**src/logic/cap_report_pkg.sv**
```systemverilog
// Constants for the controller capability report block
//
// Operation
// - Report vendor 24-bit registry identifier, bytes 75:73
// - Byte 76 bit0 flags multiple host links
// - Byte 77 exponent over minimum page; zero unlimited
// - Oversized command aborted with invalid-field status
// - Interleaved metadata counts toward transfer size
// - Admin bit2 only with firmware activate and download
// - Admin bit1 only with media format command
// - Admin bit0 only with security send and receive
// - Byte 258 zero-based outstanding abort limit
// - Byte 259 zero-based outstanding event request limit
// - Byte 260 bits3:1 slot count one to seven
// - Byte 260 bit0 set when slot one read-only
// - Byte 261 log page attributes, bits7:1 reserved
// - Byte 261 bit0 means per-namespace health pages
// - Select bit one returns controller structure, else namespace; this block answers zero bytes for namespace
package cap_report_pkg;

	// ==========================================
	// Register byte offsets
	localparam logic [7:0] OFS_VENDOR_ID   = 8'h00;
	localparam logic [7:0] OFS_LINK_XFER   = 8'h04;
	localparam logic [7:0] OFS_ADMIN       = 8'h08;
	localparam logic [7:0] OFS_LIMITS      = 8'h0C;
	localparam logic [7:0] OFS_FW_LOG      = 8'h10;
	localparam logic [7:0] OFS_IRQ_STATUS  = 8'h14;
	localparam logic [7:0] OFS_IRQ_MASK    = 8'h18;
	localparam logic [7:0] OFS_ABORT_COUNT = 8'h1C;

	// ==========================================
	// Field positions inside the registers
	localparam int LX_MULTI_LINK_BIT = 0;
	localparam int LX_EXP_LSB        = 8;
	localparam int LX_PAGE_LSB       = 16;
	localparam int LIM_EVENT_LSB     = 8;
	localparam int FW_SLOTS_LSB      = 1;
	localparam int FW_LOG_BIT        = 8;
	localparam int EV_ABORT_BIT      = 0;
	localparam int EV_IDENT_BIT      = 1;

	// ==========================================
	// Reset values; vendor id value is arbitrary
	localparam logic [23:0] RST_VENDOR_ID = 24'h12_3456;
	localparam logic [7:0]  RST_EXPONENT  = 8'h05;
	localparam logic [3:0]  RST_PAGE_CAP  = 4'h0;
	localparam logic [2:0]  RST_ADMIN     = 3'h7;
	localparam logic [7:0]  RST_ABORT_LIM = 8'h03;
	localparam logic [7:0]  RST_EVENT_LIM = 8'h03;
	localparam logic [2:0]  RST_FW_SLOTS  = 3'h1;

	// ==========================================
	// Which optional admin commands this device implements
	localparam logic IMPL_FW_UPDATE = 1'b1;
	localparam logic IMPL_FORMAT    = 1'b1;
	localparam logic IMPL_SECURITY  = 1'b1;

	// ==========================================
	// Structure byte positions
	localparam logic [9:0] SB_VENDOR_LO = 10'd73;
	localparam logic [9:0] SB_VENDOR_MI = 10'd74;
	localparam logic [9:0] SB_VENDOR_HI = 10'd75;
	localparam logic [9:0] SB_MULTI     = 10'd76;
	localparam logic [9:0] SB_EXPONENT  = 10'd77;
	localparam logic [9:0] SB_ADMIN_LO  = 10'd256;
	localparam logic [9:0] SB_ADMIN_HI  = 10'd257;
	localparam logic [9:0] SB_ABORT     = 10'd258;
	localparam logic [9:0] SB_EVENT     = 10'd259;
	localparam logic [9:0] SB_FIRMWARE  = 10'd260;
	localparam logic [9:0] SB_LOG_ATTR  = 10'd261;

	// ==========================================
	// Command status and transfer sizing
	localparam logic [7:0] STATUS_OK            = 8'h00;
	localparam logic [7:0] STATUS_INVALID_FIELD = 8'h02;
	localparam int         BASE_PAGE_SHIFT      = 12;
	localparam int         SIZE_W               = 34;
	localparam logic [1:0] RESP_OKAY            = 2'b00;
	localparam logic [1:0] RESP_SLVERR          = 2'b10;

endpackage

```
**src/logic/capability_report.sv**
```systemverilog
// Capability report block: register slave, identify byte server, transfer size check
//
// Chosen here: the placing of the registers and the AXI4-Lite interface to the registers.
`timescale 1ns/1ps
`default_nettype none

module capability_report
	import cap_report_pkg::*;
(
	input  wire logic        sys_clk,
	input  wire logic        rst_n,
	// AXI4-Lite slave
	input  wire logic [31:0] s_axi_awaddr,
	input  wire logic        s_axi_awvalid,
	output var  logic        s_axi_awready,
	input  wire logic [31:0] s_axi_wdata,
	input  wire logic [3:0]  s_axi_wstrb,
	input  wire logic        s_axi_wvalid,
	output var  logic        s_axi_wready,
	output var  logic [1:0]  s_axi_bresp,
	output var  logic        s_axi_bvalid,
	input  wire logic        s_axi_bready,
	input  wire logic [31:0] s_axi_araddr,
	input  wire logic        s_axi_arvalid,
	output var  logic        s_axi_arready,
	output var  logic [31:0] s_axi_rdata,
	output var  logic [1:0]  s_axi_rresp,
	output var  logic        s_axi_rvalid,
	input  wire logic        s_axi_rready,
	// Identify byte port
	input  wire logic        id_req,
	input  wire logic        structure_select,
	input  wire logic [9:0]  id_byte_index,
	output var  logic        id_ack,
	output var  logic        id_is_controller,
	output var  logic [7:0]  id_data,
	// Transfer size check port
	input  wire logic        chk_req,
	input  wire logic [31:0] chk_data_bytes,
	input  wire logic [31:0] chk_meta_bytes,
	input  wire logic        chk_meta_interleaved,
	output var  logic        chk_done,
	output var  logic        chk_abort,
	output var  logic [7:0]  chk_status,
	// Interrupt
	output var  logic        irq
);

	// ==========================================
	// Configuration and state registers
	logic [23:0] vendor_id_reg;
	logic        multi_link_capability_reg;
	logic [7:0]  max_transfer_exponent_reg;
	logic [3:0]  min_page_size_cap_reg;
	logic [2:0]  admin_req_reg;
	logic [7:0]  abort_outstanding_limit_reg;
	logic [7:0]  event_request_outstanding_limit_reg;
	logic [2:0]  fw_slots_reg;
	logic        fw_slot1_ro_reg;
	logic        log_per_ns_reg;
	logic [1:0]  irq_status_reg;
	logic [1:0]  irq_mask_reg;
	logic [15:0] abort_count_reg;

	// AXI channel holding state
	logic        aw_hold_reg;
	logic        w_hold_reg;
	logic [7:0]  aw_addr_reg;
	logic [31:0] w_data_reg;
	logic [3:0]  w_strb_reg;

	// ==========================================
	// Handshake decode
	wire aw_take = s_axi_awvalid & s_axi_awready;
	wire w_take  = s_axi_wvalid & s_axi_wready;
	wire ar_take = s_axi_arvalid & s_axi_arready;
	wire do_write = aw_hold_reg & w_hold_reg & ~s_axi_bvalid;
	wire [7:0] rd_ofs = {s_axi_araddr[7:2], 2'b00};
	wire rd_hit_upper = |s_axi_araddr[31:8];

	// Write address decode
	wire wr_vendor = do_write & (aw_addr_reg == OFS_VENDOR_ID);
	wire wr_link   = do_write & (aw_addr_reg == OFS_LINK_XFER);
	wire wr_admin  = do_write & (aw_addr_reg == OFS_ADMIN);
	wire wr_limits = do_write & (aw_addr_reg == OFS_LIMITS);
	wire wr_fw     = do_write & (aw_addr_reg == OFS_FW_LOG);
	wire wr_mask   = do_write & (aw_addr_reg == OFS_IRQ_MASK);
	wire wr_mapped = (aw_addr_reg == OFS_VENDOR_ID) | (aw_addr_reg == OFS_LINK_XFER)
		| (aw_addr_reg == OFS_ADMIN) | (aw_addr_reg == OFS_LIMITS) | (aw_addr_reg == OFS_FW_LOG)
		| (aw_addr_reg == OFS_IRQ_STATUS) | (aw_addr_reg == OFS_IRQ_MASK)
		| (aw_addr_reg == OFS_ABORT_COUNT);

	// Byte-lane merge of write data over the current word
	function automatic logic [31:0] merge(input logic [31:0] old, input logic [31:0] nw,
		input logic [3:0] strb);
		logic [31:0] r;
		r = old;
		for (int i = 0; i < 4; i++) begin
			if (strb[i]) begin
				r[i*8 +: 8] = nw[i*8 +: 8];
			end
		end
		return r;
	endfunction

	// ==========================================
	// Register views with reserved bits forced to zero
	wire [2:0] admin_view = admin_req_reg & {IMPL_FW_UPDATE, IMPL_FORMAT, IMPL_SECURITY};
	wire [31:0] view_vendor = {8'h00, vendor_id_reg};
	wire [31:0] view_link = {12'h000, min_page_size_cap_reg, max_transfer_exponent_reg,
		7'h00, multi_link_capability_reg};
	wire [31:0] view_admin = {29'h0, admin_view};
	wire [31:0] view_limits = {16'h0000, event_request_outstanding_limit_reg, abort_outstanding_limit_reg};
	wire [31:0] view_fw = {23'h0, log_per_ns_reg, 4'h0, fw_slots_reg, fw_slot1_ro_reg};

	wire [31:0] wv_vendor = merge(view_vendor, w_data_reg, w_strb_reg);
	wire [31:0] wv_link   = merge(view_link, w_data_reg, w_strb_reg);
	wire [31:0] wv_limits = merge(view_limits, w_data_reg, w_strb_reg);
	wire [31:0] wv_fw     = merge(view_fw, w_data_reg, w_strb_reg);
	wire [31:0] wv_admin  = merge(view_admin, w_data_reg, w_strb_reg);
	wire [31:0] wv_mask   = merge({30'h0, irq_mask_reg}, w_data_reg, w_strb_reg);
	// Slot count of zero is illegal, so such a write keeps one slot
	wire [2:0] fw_slots_wr = wv_fw[FW_SLOTS_LSB +: 3];
	wire [2:0] fw_slots_next = (fw_slots_wr == 3'h0) ? 3'h1 : fw_slots_wr;

	// Read mux
	wire rd_mapped = ~rd_hit_upper & ((rd_ofs == OFS_VENDOR_ID) | (rd_ofs == OFS_LINK_XFER)
		| (rd_ofs == OFS_ADMIN) | (rd_ofs == OFS_LIMITS) | (rd_ofs == OFS_FW_LOG)
		| (rd_ofs == OFS_IRQ_STATUS) | (rd_ofs == OFS_IRQ_MASK) | (rd_ofs == OFS_ABORT_COUNT));
	wire [31:0] rd_word =
		rd_hit_upper                  ? 32'h0000_0000 :
		(rd_ofs == OFS_VENDOR_ID)     ? view_vendor :
		(rd_ofs == OFS_LINK_XFER)     ? view_link :
		(rd_ofs == OFS_ADMIN)         ? view_admin :
		(rd_ofs == OFS_LIMITS)        ? view_limits :
		(rd_ofs == OFS_FW_LOG)        ? view_fw :
		(rd_ofs == OFS_IRQ_STATUS)    ? {30'h0, irq_status_reg} :
		(rd_ofs == OFS_IRQ_MASK)      ? {30'h0, irq_mask_reg} :
		(rd_ofs == OFS_ABORT_COUNT)   ? {16'h0000, abort_count_reg} : 32'h0000_0000;
	wire rd_status = ar_take & rd_mapped & (rd_ofs == OFS_IRQ_STATUS);

	// ==========================================
	// Transfer size limit: data plus interleaved metadata against page << exponent
	wire [SIZE_W-1:0] xfer_total = {2'b00, chk_data_bytes}
		+ (chk_meta_interleaved ? {2'b00, chk_meta_bytes} : {SIZE_W{1'b0}});
	wire [8:0] limit_shift = 9'(BASE_PAGE_SHIFT) + {5'h00, min_page_size_cap_reg}
		+ {1'b0, max_transfer_exponent_reg};
	// Shift of SIZE_W-1 or more means no reachable size can exceed it
	wire limit_huge = (limit_shift >= 9'(SIZE_W - 1));
	wire [SIZE_W-1:0] limit_bytes = limit_huge ? {SIZE_W{1'b1}}
		: ({{(SIZE_W-1){1'b0}}, 1'b1} << limit_shift[5:0]);
	wire limit_on = (max_transfer_exponent_reg != 8'h00);
	wire too_big = limit_on & ~limit_huge & (xfer_total > limit_bytes);

	// ==========================================
	// Identify structure byte lookup
	function automatic logic [7:0] struct_byte(input logic [9:0] idx);
		logic [7:0] b;
		b = 8'h00;
		unique case (idx)
			SB_VENDOR_LO: b = vendor_id_reg[7:0];
			SB_VENDOR_MI: b = vendor_id_reg[15:8];
			SB_VENDOR_HI: b = vendor_id_reg[23:16];
			SB_MULTI:     b = {7'h00, multi_link_capability_reg};
			SB_EXPONENT:  b = max_transfer_exponent_reg;
			SB_ADMIN_LO:  b = {5'h00, admin_view};
			SB_ADMIN_HI:  b = 8'h00;
			SB_ABORT:     b = abort_outstanding_limit_reg;
			SB_EVENT:     b = event_request_outstanding_limit_reg;
			SB_FIRMWARE:  b = {4'h0, fw_slots_reg, fw_slot1_ro_reg};
			SB_LOG_ATTR:  b = {7'h00, log_per_ns_reg};
			default:      b = 8'h00;
		endcase
		return b;
	endfunction

	// Namespace structure is served elsewhere; this block answers zero for it.
	// Process, not assign: the lookup reads the field registers directly
	logic [7:0] id_byte_next;
	always_comb id_byte_next = structure_select ? struct_byte(id_byte_index) : 8'h00;

	// Events that feed the sticky status
	wire [1:0] ev_set = {id_req & structure_select, chk_req & too_big};

	// ==========================================
	// AXI write channels: address and data taken in either order
	always_ff @(posedge sys_clk or negedge rst_n) begin
		if (!rst_n) begin
			aw_hold_reg   <= 1'b0;
			w_hold_reg    <= 1'b0;
			aw_addr_reg   <= 8'h00;
			w_data_reg    <= 32'h0000_0000;
			w_strb_reg    <= 4'h0;
			s_axi_awready <= 1'b1;
			s_axi_wready  <= 1'b1;
			s_axi_bvalid  <= 1'b0;
			s_axi_bresp   <= RESP_OKAY;
		end else begin
			if (aw_take) begin
				aw_hold_reg   <= 1'b1;
				aw_addr_reg   <= (|s_axi_awaddr[31:8]) ? 8'hFF : {s_axi_awaddr[7:2], 2'b00};
				s_axi_awready <= 1'b0;
			end
			if (w_take) begin
				w_hold_reg   <= 1'b1;
				w_data_reg   <= s_axi_wdata;
				w_strb_reg   <= s_axi_wstrb;
				s_axi_wready <= 1'b0;
			end
			if (do_write) begin
				aw_hold_reg  <= 1'b0;
				w_hold_reg   <= 1'b0;
				s_axi_bvalid <= 1'b1;
				s_axi_bresp  <= wr_mapped ? RESP_OKAY : RESP_SLVERR;
			end else if (s_axi_bvalid && s_axi_bready) begin
				s_axi_bvalid  <= 1'b0;
				s_axi_awready <= 1'b1;
				s_axi_wready  <= 1'b1;
			end
		end
	end

	// AXI read channel: answer one cycle after the address
	always_ff @(posedge sys_clk or negedge rst_n) begin
		if (!rst_n) begin
			s_axi_arready <= 1'b1;
			s_axi_rvalid  <= 1'b0;
			s_axi_rdata   <= 32'h0000_0000;
			s_axi_rresp   <= RESP_OKAY;
		end else if (ar_take) begin
			s_axi_arready <= 1'b0;
			s_axi_rvalid  <= 1'b1;
			s_axi_rdata   <= rd_word;
			s_axi_rresp   <= rd_mapped ? RESP_OKAY : RESP_SLVERR;
		end else if (s_axi_rvalid && s_axi_rready) begin
			s_axi_rvalid  <= 1'b0;
			s_axi_arready <= 1'b1;
		end
	end

	// ==========================================
	// Capability fields written by software; reserved bits dropped on write
	always_ff @(posedge sys_clk or negedge rst_n) begin
		if (!rst_n) begin
			vendor_id_reg                       <= RST_VENDOR_ID;
			multi_link_capability_reg           <= 1'b0;
			max_transfer_exponent_reg           <= RST_EXPONENT;
			min_page_size_cap_reg               <= RST_PAGE_CAP;
			admin_req_reg                       <= RST_ADMIN;
			abort_outstanding_limit_reg         <= RST_ABORT_LIM;
			event_request_outstanding_limit_reg <= RST_EVENT_LIM;
			fw_slots_reg                        <= RST_FW_SLOTS;
			fw_slot1_ro_reg                     <= 1'b0;
			log_per_ns_reg                      <= 1'b0;
			irq_mask_reg                        <= 2'b00;
		end else begin
			if (wr_vendor) vendor_id_reg <= wv_vendor[23:0];
			if (wr_link) begin
				multi_link_capability_reg <= wv_link[LX_MULTI_LINK_BIT];
				max_transfer_exponent_reg <= wv_link[LX_EXP_LSB +: 8];
				min_page_size_cap_reg     <= wv_link[LX_PAGE_LSB +: 4];
			end
			if (wr_admin) admin_req_reg <= wv_admin[2:0];
			if (wr_limits) begin
				abort_outstanding_limit_reg         <= wv_limits[7:0];
				event_request_outstanding_limit_reg <= wv_limits[LIM_EVENT_LSB +: 8];
			end
			if (wr_fw) begin
				fw_slots_reg    <= fw_slots_next;
				fw_slot1_ro_reg <= wv_fw[0];
				log_per_ns_reg  <= wv_fw[FW_LOG_BIT];
			end
			if (wr_mask) irq_mask_reg <= wv_mask[1:0];
		end
	end

	// ==========================================
	// Sticky status: a read clears it, but a new event in that cycle survives
	always_ff @(posedge sys_clk or negedge rst_n) begin
		if (!rst_n) begin
			irq_status_reg  <= 2'b00;
			irq             <= 1'b0;
			abort_count_reg <= 16'h0000;
		end else begin
			irq_status_reg <= (rd_status ? 2'b00 : irq_status_reg) | ev_set;
			irq            <= |(((rd_status ? 2'b00 : irq_status_reg) | ev_set) & irq_mask_reg);
			if (ev_set[EV_ABORT_BIT]) abort_count_reg <= abort_count_reg + 16'h0001;
		end
	end

	// ==========================================
	// Identify and check answers, one cycle after the request
	always_ff @(posedge sys_clk or negedge rst_n) begin
		if (!rst_n) begin
			id_ack           <= 1'b0;
			id_is_controller <= 1'b0;
			id_data          <= 8'h00;
			chk_done         <= 1'b0;
			chk_abort        <= 1'b0;
			chk_status       <= STATUS_OK;
		end else begin
			id_ack <= id_req;
			if (id_req) begin
				id_is_controller <= structure_select;
				id_data          <= id_byte_next;
			end
			chk_done <= chk_req;
			if (chk_req) begin
				chk_abort  <= too_big;
				chk_status <= too_big ? STATUS_INVALID_FIELD : STATUS_OK;
			end
		end
	end

endmodule

`default_nettype wire

```
**config.mk**
```make
export PLATFORM = sky130hd
export DESIGN_NAME = capability_report
export DESIGN_NICKNAME = d
export VERILOG_FILES = /design/src/logic/cap_report_pkg.sv /design/src/logic/capability_report.sv
export SDC_FILE = /design/constraint.sdc
export NUM_CORES = 1
export LEC_CHECK = 0
export BUFFER_PORTS_ARGS = -buffer_cell sky130_fd_sc_hd__buf_4
export CORE_ASPECT_RATIO = 1.25
export CORE_UTILIZATION = 61
export CTS_BUF_LIST = sky130_fd_sc_hd__clkbuf_4 sky130_fd_sc_hd__clkbuf_8
export DETAILED_ROUTE_END_ITERATION = 10
export GPL_ROUTABILITY_DRIVEN = 1
export PLACE_DENSITY = 0.89
export REMOVE_ABC_BUFFERS = 1
export SETUP_SLACK_MARGIN = 0.15
export SLEW_MARGIN = 20
export SYNTH_ARGS = -nofsm -noshare
export SYNTH_HDL_FRONTEND = slang
export SYNTH_SLANG_ARGS = --single-unit
```
**constraint.sdc**
```tcl
create_clock -name sys_clk -period 9.9 [get_ports sys_clk]
set_input_delay 1.485 -clock sys_clk [delete_from_list [all_inputs] [get_ports sys_clk]]
set_output_delay 1.485 -clock sys_clk [all_outputs]
set_load 0.05 [all_outputs]
```
==> impl_results.md, run 1 <==
- Post-synthesis mux area share: 11.30%
- Filler Cell Count: 1157
- DR vias: 9189
- Synth Area per Inst: 9.993 sq um
- ANT nets after route: 0
- Reg power frac: 47.5%
- Cts bufs inserted: 17
- Core area: 0.01640 sq mm
- Internal Dissipation: 0.001151 W
- Clock Latency Late Sink: 460 ps
- Leading post-synthesis cells by cell area: dfrtp_1 34%, mux2_2 10%, ha_1 8.9%
- CP Launch Type: input pin
- Area Overhead vs Synth: 20.90%
- Sequential area share after synthesis: 39.15%
- Min-delay src: abort_count_reg[15]
- Post-synthesis simple-gate area fraction: 13.21%
- Reg clk slew, reported paths: 100 ps
- Detailed placement HPWL: 20.99 mm
- DR WL/cell: 18.85 um
- Die Y: 147.7 um
- Resized cells post-CTS: 0
- Synth Flop Type: dfrtp_1
- Crit path capture type: flip-flop
- Final total negative setup slack: 0 ps
- Setup-failing EPs final: 0
- Post-route core utilization: 76.41%
- Yosys reg bits: 161
- Post-Synth XOR/XNOR Area: 3.888%
- Mapped Area: 0.01036 sq mm
- Initial DRC Count: 767
- Root Buffer: clkbuf_8
- WP data required: 10300 ps
- Overflow after GRT: 0
- Clock Power Share: 29.2%
- Setup Buffers After CTS: 0
- Worst-margin pin slew: 1108 ps
- Async S/R FF share, synth: 100.0%
- Die ar.: 0.01752 sq mm
- Via density: 6.234
- Maximum buffer depth of the clock tree: 2
- Antenna Cells: 0
- Switch Pwr: 0.0005418 W
- Final Net Count: 1506
- Final GP Congestion: 0.9057
- Pins Over Slew Limit: 0
- Sw Ratio: 32.00%
- Clock Skews: 11.79 ps
- Initial antenna violation count: 0
- Comb pwr share: 23.3%
- Tightest Hold Check Type: reg2reg
- Status: finished clean
- Hold slack: 483.2 ps
- Fmax: 0.1572 GHz
- R2r startpoint: max_transfer_exponent_reg[2]
- P_leak: 6.022 nW
- Synth unique cells: 71
- First-pass GRT wire length: 45.08 mm
- Rows: 52
- DR pass1 iterations: 5
- Clk sinks: 161
- Synth warn: 0
- Die Width: 118.6 um
- Hold Vio Cnt, Final: 0
- Pwr Density: 135.1 mW/mm^2
- Port Buf Inserts: 216
- Largest net degree at the start of global routing: 88
- WS Path Type: in2reg
- Fin crit share: 64.25%
- Worst endpoint data arrival time: 6760 ps
- Max cap viols: 0
- Share of cells above drive strength 1: 30.92%
- Post-synth top area share: 33.57%
- Post-synth EDFFs: 0
- Main combinational cell family by area after synthesis: compound AO/OA/AOI/OAI gates
- Max VDD drop: 0.0001237 V
- Detailed Route WL: 27.79 mm
- Cell taking the most area after synthesis: dfrtp_1
- R2R setup slack: 4350 ps
- All-Layer GR Usage: 32.44%
- Largest fanout on the critical path: 32
- Crit path from: chk_meta_interleaved
- RSZ-0062 raised after global routing: no
- DRC viols: 0
- Compound-gate portion of the synthesized area: 18.56%
- CTS Hold Bufs: 0
- CTS H-tree lvls: 4
- Worst slew margin: 25.60%
- I/O pins: 247
- Adder-cell area share of the yosys netlist: 9.321%
- Cells after Synth: 1037
- Vias in the first global route: 9279
- Initial core utilization: 63.20%
- Period minus WS final: 6360 ps
- CTS tree: yes
[power by group through the flow]
| stage | registers, W | logic, W | clock network (W) |
|---|---|---|---|
| 6_report | 0.000804 | 0.000394 | 0.000495 |
| 5_1_grt | 0.000815 | 0.000435 | 0.000526 |
| 4_1_cts | 0.000803 | 0.000395 | 0.000497 |
| 3_5_place_dp | 0.000815 | 0.000392 | 0 |
| 3_3_place_gp | 0.000807 | 0.000378 | 0 |
| 2_1_floorplan | 0.000807 | 0.000236 | 0 |
[cells by family after synthesis]
kind of cell,after synthesis
simple gates,262
mux,105
flops,161
buf+inv,105
xor+xnor,46
compound gates,281
fa+ha+maj,76
other cells,1
[critical path, stage by stage]
cell,delay [ps]
buf_4,190
and2_1,160
ha_1,210
fa_1,410
a21oi_1,180
o21ai_0,100
a21oi_1,270
o21ai_0,240
a211o_1,380
o2111ai_1,310
o21ai_0,200
a31oi_1,240
xnor2_1,170
ha_1,180
a21o_1,100
a21oi_1,60
o211ai_1,280
nor2b_1,80
or3_1,350
a311o_1,320
o21bai_4,300
nor4_2,350
xor2_1,170
[worst paths after layout]
kind	endpoint	depth (start not counted)
worst min-delay path	abort_count_reg[15]	1
worst min register to register	abort_count_reg[15]	1
worst max register to register	irq	19
min in group asynchronous	s_axi_rresp[1]	1
max in group asynchronous	w_data_reg[13]	2
worst max-delay path	abort_count_reg[11]	23
[cells in the final DEF (no fill, tap or decap), types with 9 or more instances in the layout]
master    synthesis  layout
buf_4            18     222
dfrtp_1         139     139
mux2_2           95      95
a21oi_1          81      81
ha_1             74      74
nand2_1          56      56
inv_1            55      55
nor2_1           47      47
o21ai_0          38      38
and2_1           35      35
a21o_1           30      30
nor3_1           28      27
xnor2_1          24      24
nand3_1          24      24
xor2_1           22      22
dfstp_2          22      22
a221oi_1         21      21
conb_1            1      17
clkbuf_8          0      17
nand4_1          16      16
nor4_1           16      16
a22oi_1          12      12
o22ai_1          10      10
a31oi_1           9       9
mux2i_1           9       9
[layer usage]
layer  wire [um]  GRT usage (%)  vias up
li1            -              -     4229
met1       10310          37.52     4372
met2       14260          58.36      464
met3        1758          5.208      124
met4        1456          15.70        0
met5           0              0        -
[synthesized netlist by cell type (9+ instances only)]
cell type and instances:
a31oi_1 9, ha_1 74, mux2_2 95, nand2_1 56
o22ai_1 10, a221oi_1 21, nor3_1 28, a21oi_1 81
a22oi_1 12, nor4_1 16, xor2_1 22, inv_1 55
nand3_1 24, o21ai_0 38, nor2_1 47, nand4_1 16
buf_4 18, and2_1 35, dfstp_2 22, mux2i_1 9
xnor2_1 24, a21o_1 30, dfrtp_1 139, clkbuf_1 28
[stage by stage]
step | cells | worst slack (ps) | cell area, sq um | total power [W]
floorplan | 1003 | 4014 | 10160 | 0.001043
global placement | 1442 | 3218 | 12110 | 0.001185
detailed placement | 1442 | 3148 | 12110 | 0.001207
CTS | 1474 | 3605 | 12520 | 0.001695
global route | 1474 | 3153 | 12530 | 0.001776
finish | 1474 | 3540 | 12530 | 0.001693
[final cells by class]
type	count	area, sq um	area share, %
multi-input combinational	787	5906	47.14
inverter	55	206.4	1.648
tap	216	270.3	2.157
clock buffer	17	234.0	1.868
clock inverter	15	177.7	1.418
timing repair buffer	223	1678	13.39
sequential	161	4056	32.38
(Power assumes the default switching activity.)
==> inputs of run 2 (changes only) <==
CORE_UTILIZATION = 51   (was 61)
PLACE_DENSITY = 0.8   (was 0.89)
clock period = 5.49 ns   (was 9.9 ns; I/O delays follow)
==> run 2 against run 1 <==
  * Register-to-register slack got worse by 3900 ps
  * Count of clock-buffer cells in the layout rose by 5
  * Design area is 4.2% higher
  * Routed wire length rose by 0.45%
  * Clock power grew 94%
  * Total power increased by 85%
  * Die area up 19%
  * Critical path depth shrank 1
  * Clock skew fell by 1.7 ps
  * Core utilization down 10 points
==> impl_results.md, run 2 (synthesized netlist as in run 1, its figures left out) <==
- Status: finished clean
- Area Overhead vs Synth: 25.95%
- Fin crit share: 92.64%
- Placed Area: 0.01250 sq mm
- All-Layer GR Usage: 27.29%
- Root Buffer: clkbuf_8
- Cts bufs inserted: 17
- Clock Skews: 10.07 ps
- DRC viols: 0
- P_leak: 6.283 nW
- Setup-failing EPs final: 0
- WP data required: 5870 ps
- Hold Vio Cnt, Final: 0
- Commonest non-fill, non-tap cell in the layout: buf_4
- Overflow after GRT: 0
- Port Buf Inserts: 216
- Setup ws final: 403.9 ps
- Antenna Cells: 0
- Max cap viols: 0
- I/O pins: 247
- Commonest non-fill, non-tap cells in the layout: 263 x buf_4, 139 x dfrtp_1, 95 x mux2_2
- Via density: 5.866
- Pwr Density: 240.4 mW/mm^2
- Crit path capture type: flip-flop
- Final Net Count: 1549
- RSZ-0062 raised after global routing: no
- CTS tree: yes
- R2r endpoint: abort_count_reg[7]
- DR vias: 9186
- Detailed placement HPWL: 21.79 mm
- Worst-margin pin slew: 1046 ps
- Tightest Hold Check Type: in2async
- Die Y: 161.4 um
- Post-Layout Inst Area: 0.01305 sq mm
- Dpl ws: -393.8 ps
- Largest fanout on the critical path: 15
- Vias in the first global route: 9193
- Clk sinks: 161
- Worst endpoint data arrival time: 5460 ps
- Max VDD drop: 0.0002200 V
- Pins Over Slew Limit: 0
- Initial core utilization: 52.64%
- Crit path from: max_transfer_exponent_reg[2]
- Initial antenna violation count: 0
- Detailed Route WL: 27.91 mm
- CTS H-tree lvls: 4
- Core area: 0.01968 sq mm
- Register-to-Register Path Depth: 22
- DR pass1 iterations: 6
- Die ar.: 0.02090 sq mm
- First-pass GRT wire length: 44.35 mm
- Die Width: 129.5 um
- Share of cells above drive strength 1: 34.36%
- Clock Latency Late Sink: 460 ps
- Reg clk slew, reported paths: 80 ps
- Period minus WS final: 5086 ps
- Largest net degree at the start of global routing: 123
- R2r startpoint: max_transfer_exponent_reg[2]
- Worst slew margin: 29.69%
- Power Total: 0.003138 W
- Maximum buffer depth of the clock tree: 2
- Initial DRC Count: 729
- Hold slack: 479.0 ps
- ANT nets after route: 0
- WS Path Type: reg2reg
- R2R setup slack: 400 ps
- CTS Hold Bufs: 0
- CP Capture Point: abort_count_reg[7]
- Final GP Congestion: 0.9296
- DR WL/cell: 17.82 um
- CP Launch Type: flip-flop
- Fmax: 0.1966 GHz
- Rows: 57
[run 2: area by class of cell]
class                           instances  area (sq um)
Sequential cell                       161          4056
Clock inverter                         10         146.4
Tap cell                              265         331.6
Clock buffer                           22         302.8
Fill cell                            1611          6633
Inverter                               55         206.4
Timing Repair Buffer                  266          2019
Multi-Input combinational cell        787          5988
[run 2: how the worst min path moves through the flow]
stage	endpoint	slack (ps)	depth (start not counted)
after floorplan	abort_count_reg[15]	440	1
after detailed placement	abort_count_reg[15]	470	1
after global placement	s_axi_rdata[14]	470	2
after CTS	chk_done	480	1
final	s_axi_rresp[1]	480	1
after global routing	chk_done	470	1
[run 2: what timing repair did]
action                                  4_1_cts  5_1_grt
pin swaps                                     0       12
endpoints found under the setup margin        9       16
setup buffers                                 0        1
resized for setup                             2       20
[run 2: power breakdown]
part | internal (W) | switching [W]
Sequential | 0.00131 | 0.000135
Combinational | 0.000367 | 0.000364
Clock | 0.000516 | 0.000443
[run 2: routing by layer]
layer / GRT usage (%) / routed length (um) / part of all wire (%) / up-vias
met5: 0 / 0 / 0 / -
met3: 4.935 / 1770 / 6.3 / 90
li1: - / - / - / 4331
met4: 13.32 / 1309 / 4.7 / 0
met1: 29.95 / 10270 / 37 / 4351
met2: 49.98 / 14560 / 52 / 414
[run 2: critical path: stages, from the launching register on]
cell,delay [ps]
dfstp_2,530
inv_1,70
ha_1,280
inv_1,70
fa_2,420
a21o_1,200
or4_4,530
a21oi_4,170
o211ai_4,130
buf_4,210
a21oi_1,190
ha_1,280
nand4_1,120
nor4_1,70
buf_4,140
nand2_1,70
o21ai_0,80
or3_1,300
a311o_1,320
o21bai_4,220
buf_4,170
nor4_2,270
xnor2_1,160
[run 2: metrics by stage]
step | cells | setup TNS, ps | utilization (%)
final | 1566 | 0 | 66.30
after detailed placement | 1533 | -4934 | 63.48
after global placement | 1533 | -3093 | 63.48
after CTS | 1565 | 0 | 65.80
after global routing | 1566 | 0 | 66.30
after floorplan | 1003 | 0 | -
